`src/abl_params.svh`:
```
// Constants for the background level tracker
`ifndef ABL_PARAMS_SVH
`define ABL_PARAMS_SVH
`define ABL_PIX_W          8
`define ABL_LINE_PIXELS    5000
`define ABL_DPI            400
`define ABL_STRIP_PIXELS   64
`define ABL_FIFO_DEPTH     16
`define ABL_FIFO_SLACK     2
`define ABL_REF_DEFAULT    8'hFF
`define ABL_DENSITY_STEP   4
`endif

```
`src/abl_pkg.sv`:
```
// Types shared by the background level tracker
`include "abl_params.svh"
package abl_pkg;
	typedef logic [`ABL_PIX_W-1:0] pix_t;
	typedef logic [12:0]           pix_cnt_t;
	typedef enum logic [1:0] {
		ST_IDLE  = 2'b00,
		ST_STRIP = 2'b01,
		ST_SEND  = 2'b11,
		ST_REST  = 2'b10
	} track_state_e;
endpackage

```
`src/abl_stream_if.sv`:
```
// Valid/ready stream carrier between tracker and its FIFO
interface abl_stream_if #(parameter int W = 17);
	logic         valid;
	logic         ready;
	logic [W-1:0] data;
	modport src (output valid, output data, input ready);
	modport snk (input valid, input data, output ready);
endinterface

```
`src/abl_fifo.sv`:
```
// Pixel FIFO with registered read data
`include "abl_params.svh"
module abl_fifo #(
	parameter int W     = 17,
	parameter int DEPTH = `ABL_FIFO_DEPTH,
	parameter int SLACK = `ABL_FIFO_SLACK
) (
	input wire logic sys_clk,
	input wire logic rst,
	abl_stream_if.snk   wr,
	abl_stream_if.src   rd,
	output logic        overflow
);
	localparam int AW = $clog2(DEPTH);
	logic [W-1:0] mem [DEPTH];
	logic [AW-1:0] wptr_ff;
	logic [AW-1:0] rptr_ff;
	logic [AW:0]   cnt_ff;
	logic          out_valid_ff;
	logic [W-1:0]  out_data_ff;
	logic          push;
	logic          load;

	// Ready drops early: the input pins arrive through a two-stage sync
	assign wr.ready = (cnt_ff < (AW+1)'(DEPTH - SLACK));
	assign push     = wr.valid && (cnt_ff != (AW+1)'(DEPTH));
	assign load     = (cnt_ff != '0) && (!out_valid_ff || rd.ready);
	assign rd.valid = out_valid_ff;
	assign rd.data  = out_data_ff;
	assign overflow = wr.valid && !push;

	always_ff @(posedge sys_clk) begin
		if (push)
			mem[wptr_ff] <= wr.data;
	end

	always_ff @(posedge sys_clk) begin
		if (rst) begin
			wptr_ff <= '0;
			rptr_ff <= '0;
			cnt_ff  <= '0;
		end else begin
			if (push)
				wptr_ff <= (wptr_ff == AW'(DEPTH-1)) ? '0 : wptr_ff + 1'b1;
			if (load)
				rptr_ff <= (rptr_ff == AW'(DEPTH-1)) ? '0 : rptr_ff + 1'b1;
			cnt_ff <= cnt_ff + (AW+1)'(push) - (AW+1)'(load);
		end
	end

	always_ff @(posedge sys_clk) begin
		if (rst) begin
			out_valid_ff <= 1'b0;
			out_data_ff  <= '0;
		end else if (load) begin
			out_valid_ff <= 1'b1;
			out_data_ff  <= mem[rptr_ff];
		end else if (rd.ready) begin
			out_valid_ff <= 1'b0;
		end
	end
endmodule // abl_fifo

```
`src/auto_background_level_tracker.sv`:
```
// Per-line peak white tracking and A/D reference generation
`include "abl_params.svh"
module auto_background_level_tracker #(
	parameter int LINE_PIXELS  = `ABL_LINE_PIXELS,
	parameter int STRIP_PIXELS = `ABL_STRIP_PIXELS,
	parameter int FIFO_DEPTH   = `ABL_FIFO_DEPTH
) (
	input  wire logic          sys_clk,
	input  wire logic          rst,
	input  wire logic          line_active,
	input  wire logic          pix_valid,
	input  wire abl_pkg::pix_t pix_odd,
	input  wire abl_pkg::pix_t pix_even,
	input  wire logic          dual_channel,
	input  wire logic          auto_background_density,
	input  wire logic          manual_enable,
	input  wire logic [3:0]    manual_density,
	output logic               pix_ready,
	output abl_pkg::pix_t      ref_value,
	output logic               ref_strobe,
	output abl_pkg::pix_t      peak_level,
	output logic               pix_overflow,
	output logic               out_valid,
	input  wire logic          out_ready,
	output logic [15:0]        out_data,
	output logic               out_pair
);
	// Two-stage synchronisers for sensor board pins
	logic                 line_m_ff;
	logic                 line_s_ff;
	logic                 line_d_ff;
	logic                 valid_m_ff;
	logic                 valid_s_ff;
	abl_pkg::pix_t        odd_m_ff;
	abl_pkg::pix_t        odd_s_ff;
	abl_pkg::pix_t        even_m_ff;
	abl_pkg::pix_t        even_s_ff;

	abl_pkg::track_state_e state_ff;
	abl_pkg::track_state_e nxt_state;
	abl_pkg::pix_cnt_t    px_cnt_ff;
	abl_pkg::pix_cnt_t    nxt_px_cnt;
	abl_pkg::pix_t        peak_ff;
	abl_pkg::pix_t        ref_ff;
	logic                 strobe_ff;
	logic                 line_start;
	logic                 beat;
	logic                 in_line;
	abl_pkg::pix_t        beat_max;
	logic [1:0]           inc;

	abl_stream_if #(.W(17)) push_if ();
	abl_stream_if #(.W(17)) pop_if ();

	function automatic abl_pkg::pix_t whiter(input abl_pkg::pix_t a,
		input abl_pkg::pix_t b);
		// Larger code means whiter
		return (b > a) ? b : a;
	endfunction

	function automatic abl_pkg::pix_t ref_calc(input abl_pkg::pix_t base,
		input logic man_en, input logic [3:0] man);
		logic signed [10:0] sum;
		sum = $signed({3'b000, base});
		if (man_en)
			sum = sum + 11'($signed(man) * `ABL_DENSITY_STEP);
		if (sum < 0)
			return 8'h00;
		else if (sum > 11'sh0FF)
			return 8'hFF;
		return sum[7:0];
	endfunction

	always_ff @(posedge sys_clk) begin
		if (rst) begin
			line_m_ff  <= 1'b0;
			line_s_ff  <= 1'b0;
			line_d_ff  <= 1'b0;
			valid_m_ff <= 1'b0;
			valid_s_ff <= 1'b0;
		end else begin
			line_m_ff  <= line_active;
			line_s_ff  <= line_m_ff;
			line_d_ff  <= line_s_ff;
			valid_m_ff <= pix_valid;
			valid_s_ff <= valid_m_ff;
		end
	end

	// Data needs no reset, it is only read with its valid
	always_ff @(posedge sys_clk) begin
		odd_m_ff  <= pix_odd;
		odd_s_ff  <= odd_m_ff;
		even_m_ff <= pix_even;
		even_s_ff <= even_m_ff;
	end

	assign line_start = line_s_ff && !line_d_ff;
	assign in_line    = (state_ff != abl_pkg::ST_IDLE);
	assign beat       = valid_s_ff && line_s_ff && in_line;
	assign inc        = dual_channel ? 2'd2 : 2'd1;
	assign beat_max   = dual_channel ? whiter(odd_s_ff, even_s_ff)
		: odd_s_ff;

	always_comb begin
		nxt_px_cnt = px_cnt_ff;
		if (line_start)
			nxt_px_cnt = '0;
		else if (beat && px_cnt_ff < 13'(LINE_PIXELS))
			nxt_px_cnt = px_cnt_ff + 13'(inc);
	end

	always_comb begin
		nxt_state = state_ff;
		case (state_ff)
			abl_pkg::ST_IDLE:  nxt_state = abl_pkg::ST_IDLE;
			abl_pkg::ST_STRIP: begin
				if (nxt_px_cnt >= 13'(STRIP_PIXELS))
					nxt_state = abl_pkg::ST_SEND;
			end
			abl_pkg::ST_SEND:  nxt_state = abl_pkg::ST_REST;
			abl_pkg::ST_REST:  nxt_state = abl_pkg::ST_REST;
			default:           nxt_state = abl_pkg::ST_IDLE;
		endcase
		// A new line restarts tracking from any state
		if (line_start)
			nxt_state = abl_pkg::ST_STRIP;
	end

	always_ff @(posedge sys_clk) begin
		if (rst) begin
			state_ff  <= abl_pkg::ST_IDLE;
			px_cnt_ff <= '0;
		end else begin
			state_ff  <= nxt_state;
			px_cnt_ff <= nxt_px_cnt;
		end
	end

	always_ff @(posedge sys_clk) begin
		if (rst)
			peak_ff <= 8'h00;
		else if (line_start)
			peak_ff <= 8'h00;
		else if (beat && state_ff == abl_pkg::ST_STRIP)
			peak_ff <= whiter(peak_ff, beat_max);
	end

	// Reference is held between lines so the A/D controller sees a stable value
	always_ff @(posedge sys_clk) begin
		if (rst) begin
			ref_ff    <= `ABL_REF_DEFAULT;
			strobe_ff <= 1'b0;
		end else begin
			strobe_ff <= (state_ff == abl_pkg::ST_SEND);
			if (state_ff == abl_pkg::ST_SEND)
				ref_ff <= ref_calc(auto_background_density ? peak_ff
					: `ABL_REF_DEFAULT, manual_enable,
					manual_density);
		end
	end

	assign ref_value  = ref_ff;
	assign ref_strobe = strobe_ff;
	assign peak_level = peak_ff;

	assign push_if.valid = valid_s_ff && line_s_ff;
	assign push_if.data  = {dual_channel, even_s_ff, odd_s_ff};
	assign pix_ready     = push_if.ready;
	assign pop_if.ready  = out_ready;
	assign out_valid     = pop_if.valid;
	assign out_data      = pop_if.data[15:0];
	assign out_pair      = pop_if.data[16];

	abl_fifo #(
		.W     (17),
		.DEPTH (FIFO_DEPTH),
		.SLACK (`ABL_FIFO_SLACK)
	) u_fifo (
		.sys_clk  (sys_clk),
		.rst      (rst),
		.wr       (push_if.snk),
		.rd       (pop_if.src),
		.overflow (pix_overflow)
	);
endmodule // auto_background_level_tracker

```
`config.mk`:
```
export PLATFORM = sky130hd
export DESIGN_NAME = auto_background_level_tracker
export DESIGN_NICKNAME = d
export VERILOG_FILES = /design/src/abl_pkg.sv /design/src/abl_stream_if.sv /design/src/abl_fifo.sv /design/src/auto_background_level_tracker.sv
export VERILOG_INCLUDE_DIRS = /design/src
export SDC_FILE = /design/constraint.sdc
export NUM_CORES = 1
export LEC_CHECK = 0
export BUFFER_PORTS_ARGS = -buffer_cell sky130_fd_sc_hd__buf_2
export CAP_MARGIN = 20
export CELL_PAD_IN_SITES_DETAIL_PLACEMENT = 0
export CELL_PAD_IN_SITES_GLOBAL_PLACEMENT = 1
export CORE_MARGIN = 8
export CORE_UTILIZATION = 25
export DETAILED_ROUTE_END_ITERATION = 8
export PLACE_DENSITY = 0.53
export SLEW_MARGIN = 20
export SYNTH_ARGS = -nofsm -noshare
export SYNTH_HDL_FRONTEND = slang
export SYNTH_HIERARCHICAL = 1
export SYNTH_SLANG_ARGS = --single-unit
```
`constraint.sdc`:
```
create_clock -name sys_clk -period 7.9 [get_ports sys_clk]
set_input_delay 1.58 -clock sys_clk [delete_from_list [all_inputs] [get_ports sys_clk]]
set_output_delay 1.58 -clock sys_clk [all_outputs]
set_load 0.005 [all_outputs]
```
==> metrics.txt <==
DRC=0; synth unique cells=69; clk slew on worst S/H paths=around 0.060 ns; Gate power share=16.6%; post-CTS setup repair buffer count=0; Detail Placement HPWL=22100 um; all-layer global routing usage=10.91%; sequential power share=46.4%; worst clock skew=0.01743 ns; Iteration-0 DRC Markers=roughly 470; Final min period=4.159 ns; final non-filler cell total=roughly 1800; Seq. cell area=10180 um^2; CP Class=flip-flop to flip-flop; Cell Rows=89; critical path fanouts, max=18; routed vias=7867; post-cts sizing count=0; top cells by area, synth=edfxtp_1 55%, dfxtp_1 13%, mux4_2 10%, ha_1 3.2%, mux2i_1 3.0%; min-delay worst type=flip-flop to flip-flop; I/O Buffers=64; multi-input logic area=4380 um^2; leading area contributor after synthesis=edfxtp_1; Peak VDD IR=0.1437 mV; root buf cell=clkbuf_16; vias in the first global route=between 8000 and 9000; Filler Cells Inserted=5800; Post-synth EDFFs=272; CTS tree=built; worst hold margin=0.3244 ns; Main synth FF type=edfxtp_1; placed cells=1699; power per cell area=286.3 nW/um^2; Placer Congestion=0.7257; Slew headroom=27.56%; largest net degree at the start of global routing=50; clock latency on the worst-skew pair=about 0.55 ns; Post-CTS Hold Buffers=0; Post-synth top cells=272 x edfxtp_1, 100 x dfxtp_1, 68 x mux4_2; NetSw=1.312 mW; Avg WL per Cell=slightly above 20 um; Syn Area/Cell=16.82 um^2; Internal=~3.7 mW; ys async rst share=0%; synthesized instance count=884; Die Ht=259.9 um; Mapped Area=14870 um^2; clock sink count=between 300 and 400; H-tree level count=2; unrepaired setup endpoints after global routing=no; WL final=36830 um; fin crit share=52.65%; Vias/cell=4.432; Final Setup Violations=0; proportion of layout cells with a drive suffix above 1=between 20% and 30%; startpoint types=flip-flop; worst endpoint required time=between 8 and 9 ns; Synthesized Nets=953; maxcap violations=0; Area Overhead vs Synth=17.32%; Worst Setup End Kind=flip-flop; setup tns final=0 ns; CTS buffer count=41; status=finished clean; share of the synthesized area in the top cell type=between 50% and 60%; final hold vios=0; Starting Density=about a quarter; achievable frequency=roughly 240 MHz; Post-DRT Antenna Nets=0; I/O pin cnt=65; most common cell in the netlist=edfxtp_1; Final nets=slightly above 1000; first-pass GRT wire length=55340 um; clock buffer depth=3; Syn. warnings=6; Slew Limit Fails=0; sequential fraction of the synthesis area=68.39%; crit path DAT=4.62 ns; core area=about 60000 um^2; Clk pwr share=36.9%; DRT Pass-1 Iters=4; antenna violations before repair=2; Remaining Overflow, GRT=0; P_leak=5.839 nW; Yosys reg bits=approximately 370; die area=just under 70000 um^2; Die Width=259.9 um; switch share=26.26%; Tightest Pin Transition=around 1.1 ns
[routing by layer]
| layer | part of all wire, % | vias up | track usage (%) |
|---|---|---|---|
| li1 | - | 3612 | - |
| met1 | 43 | 4049 | 13.53 |
| met2 | 51 | 152 | 19.64 |
| met3 | 4.0 | 54 | 1.599 |
| met4 | 1.9 | 0 | 2.858 |
| met5 | 0 | - | 0 |
[cells in the final DEF (no fill, tap or decap), types with 4 or more instances in the layout]
cell type | synthesis | layout
nand3_1 | 8 | 8
a21o_1 | 5 | 5
buf_4 | 9 | 18
clkinv_1 | 0 | 4
o2bb2ai_1 | 8 | 8
nand3b_1 | 18 | 18
nor2_2 | 0 | 8
nor3_1 | 12 | 8
inv_1 | 42 | 42
mux4_2 | 68 | 68
clkbuf_16 | 0 | 41
nand2b_1 | 7 | 7
ha_1 | 38 | 38
nor2_4 | 0 | 4
nand4_1 | 6 | 6
nand2_1 | 33 | 33
and3_1 | 5 | 5
xor2_1 | 10 | 10
edfxtp_1 | 272 | 272
mux2i_1 | 45 | 45
clkinv_2 | 0 | 7
dfxtp_1 | 100 | 97
a221o_1 | 8 | 8
o221ai_1 | 17 | 17
o21ai_0 | 8 | 8
a21oi_1 | 20 | 20
nor3_2 | 1 | 5
nor2b_1 | 10 | 10
buf_2 | 9 | 64
clkbuf_1 | 17 | 13
nor2_1 | 41 | 29
xnor2_1 | 8 | 8
[critical path: stages (launching register included)]
cell,delay (ns)
dfxtp_1,0.77
inv_1,0.10
ha_1,0.33
nor2b_1,0.13
o211ai_1,0.17
a21oi_1,0.10
o21ai_2,0.46
mux2i_1,0.32
inv_1,0.07
ha_1,0.28
a21o_1,0.18
a21oi_1,0.15
a21boi_1,0.09
o31ai_1,0.22
nor2b_1,0.52
o2bb2ai_1,0.18
[final timing paths]
| kind | endpoint | cells past startpoint | start | slack [ns] |
|---|---|---|---|---|
| hold / removal | even_s_ff[6]$_DFF_P_ | 0 | even_m_ff[6]$_DFF_P_ | 0.32 |
| setup reg to reg | peak_level[5]$_SDFFE_PP0P_ | 15 | odd_s_ff[1]$_DFF_P_ | 3.74 |
| hold reg to reg | even_s_ff[6]$_DFF_P_ | 0 | even_m_ff[6]$_DFF_P_ | 0.32 |
| setup / recovery | peak_level[5]$_SDFFE_PP0P_ | 15 | odd_s_ff[1]$_DFF_P_ | 3.74 |
[metrics by stage]
step           instance area [um^2]  setup slack [ns]  utilization [%]  power [mW]
6_report                      17450             3.741            29.61       4.995
4_1_cts                       17440             3.702            29.61       5.093
3_5_place_dp                  16140             3.567            27.40       3.223
3_3_place_gp                  16140             3.625            27.40       3.226
2_1_floorplan                 14870             4.300                -       2.954
5_1_grt                       17440             3.364            29.61       5.237
[power groups by stage]
stage	Combinational (mW)	Sequential, mW	Clock (mW)
global route	0.920	2.34	1.98
finish	0.830	2.32	1.84
detailed placement	0.850	2.37	0
CTS	0.854	2.33	1.91
global placement	0.851	2.37	0
floorplan	0.708	2.25	0
[flip-flops by register name, summed over array words and instances, names as in the netlist]
signal,flops
peak_level,8
line_s_ff,1
line_d_ff,1
px_cnt_ff,13
even_m_ff,8
u_fifo/mem,272
line_m_ff,1
ref_value,8
u_fifo/rd.valid,1
state_ff,2
ref_strobe,1
odd_s_ff,8
u_fifo/wptr_ff,4
u_fifo/rptr_ff,4
u_fifo/rd.data,17
valid_s_ff,1
even_s_ff,8
odd_m_ff,8
valid_m_ff,1
u_fifo/cnt_ff,5
[final cells by class]
| class | count | area share (%) |
|---|---|---|
| Clock inverter | 19 | 1.133 |
| Tap cell | 773 | 5.544 |
| Sequential cell | 372 | 58.34 |
| Multi-Input combinational cell | 429 | 25.11 |
| Inverter | 43 | 0.9252 |
| Timing Repair Buffer | 82 | 2.611 |
| Antenna cell | 1 | 0.01434 |
| Clock buffer | 56 | 6.319 |
[cells by family (layout without fill, tap and decap cells)]
| family | count (synthesis) | count (layout) | share of synthesized area [%] |
|---|---|---|---|
| flip-flops | 372 | 372 | 68.39 |
| AO/OA/AOI/OAI | 93 | 93 | 4.779 |
| XOR/XNOR | 18 | 18 | 1.060 |
| multiplexers | 113 | 113 | 13.33 |
| buffers and inverters | 83 | 200 | 2.625 |
| adder cells (fa/ha/maj) | 41 | 41 | 3.601 |
| AND/OR/NAND/NOR | 164 | 164 | 6.218 |
| other | 0 | 1 | 0 |
No activity file was read; power rests on OpenSTA's default activity.
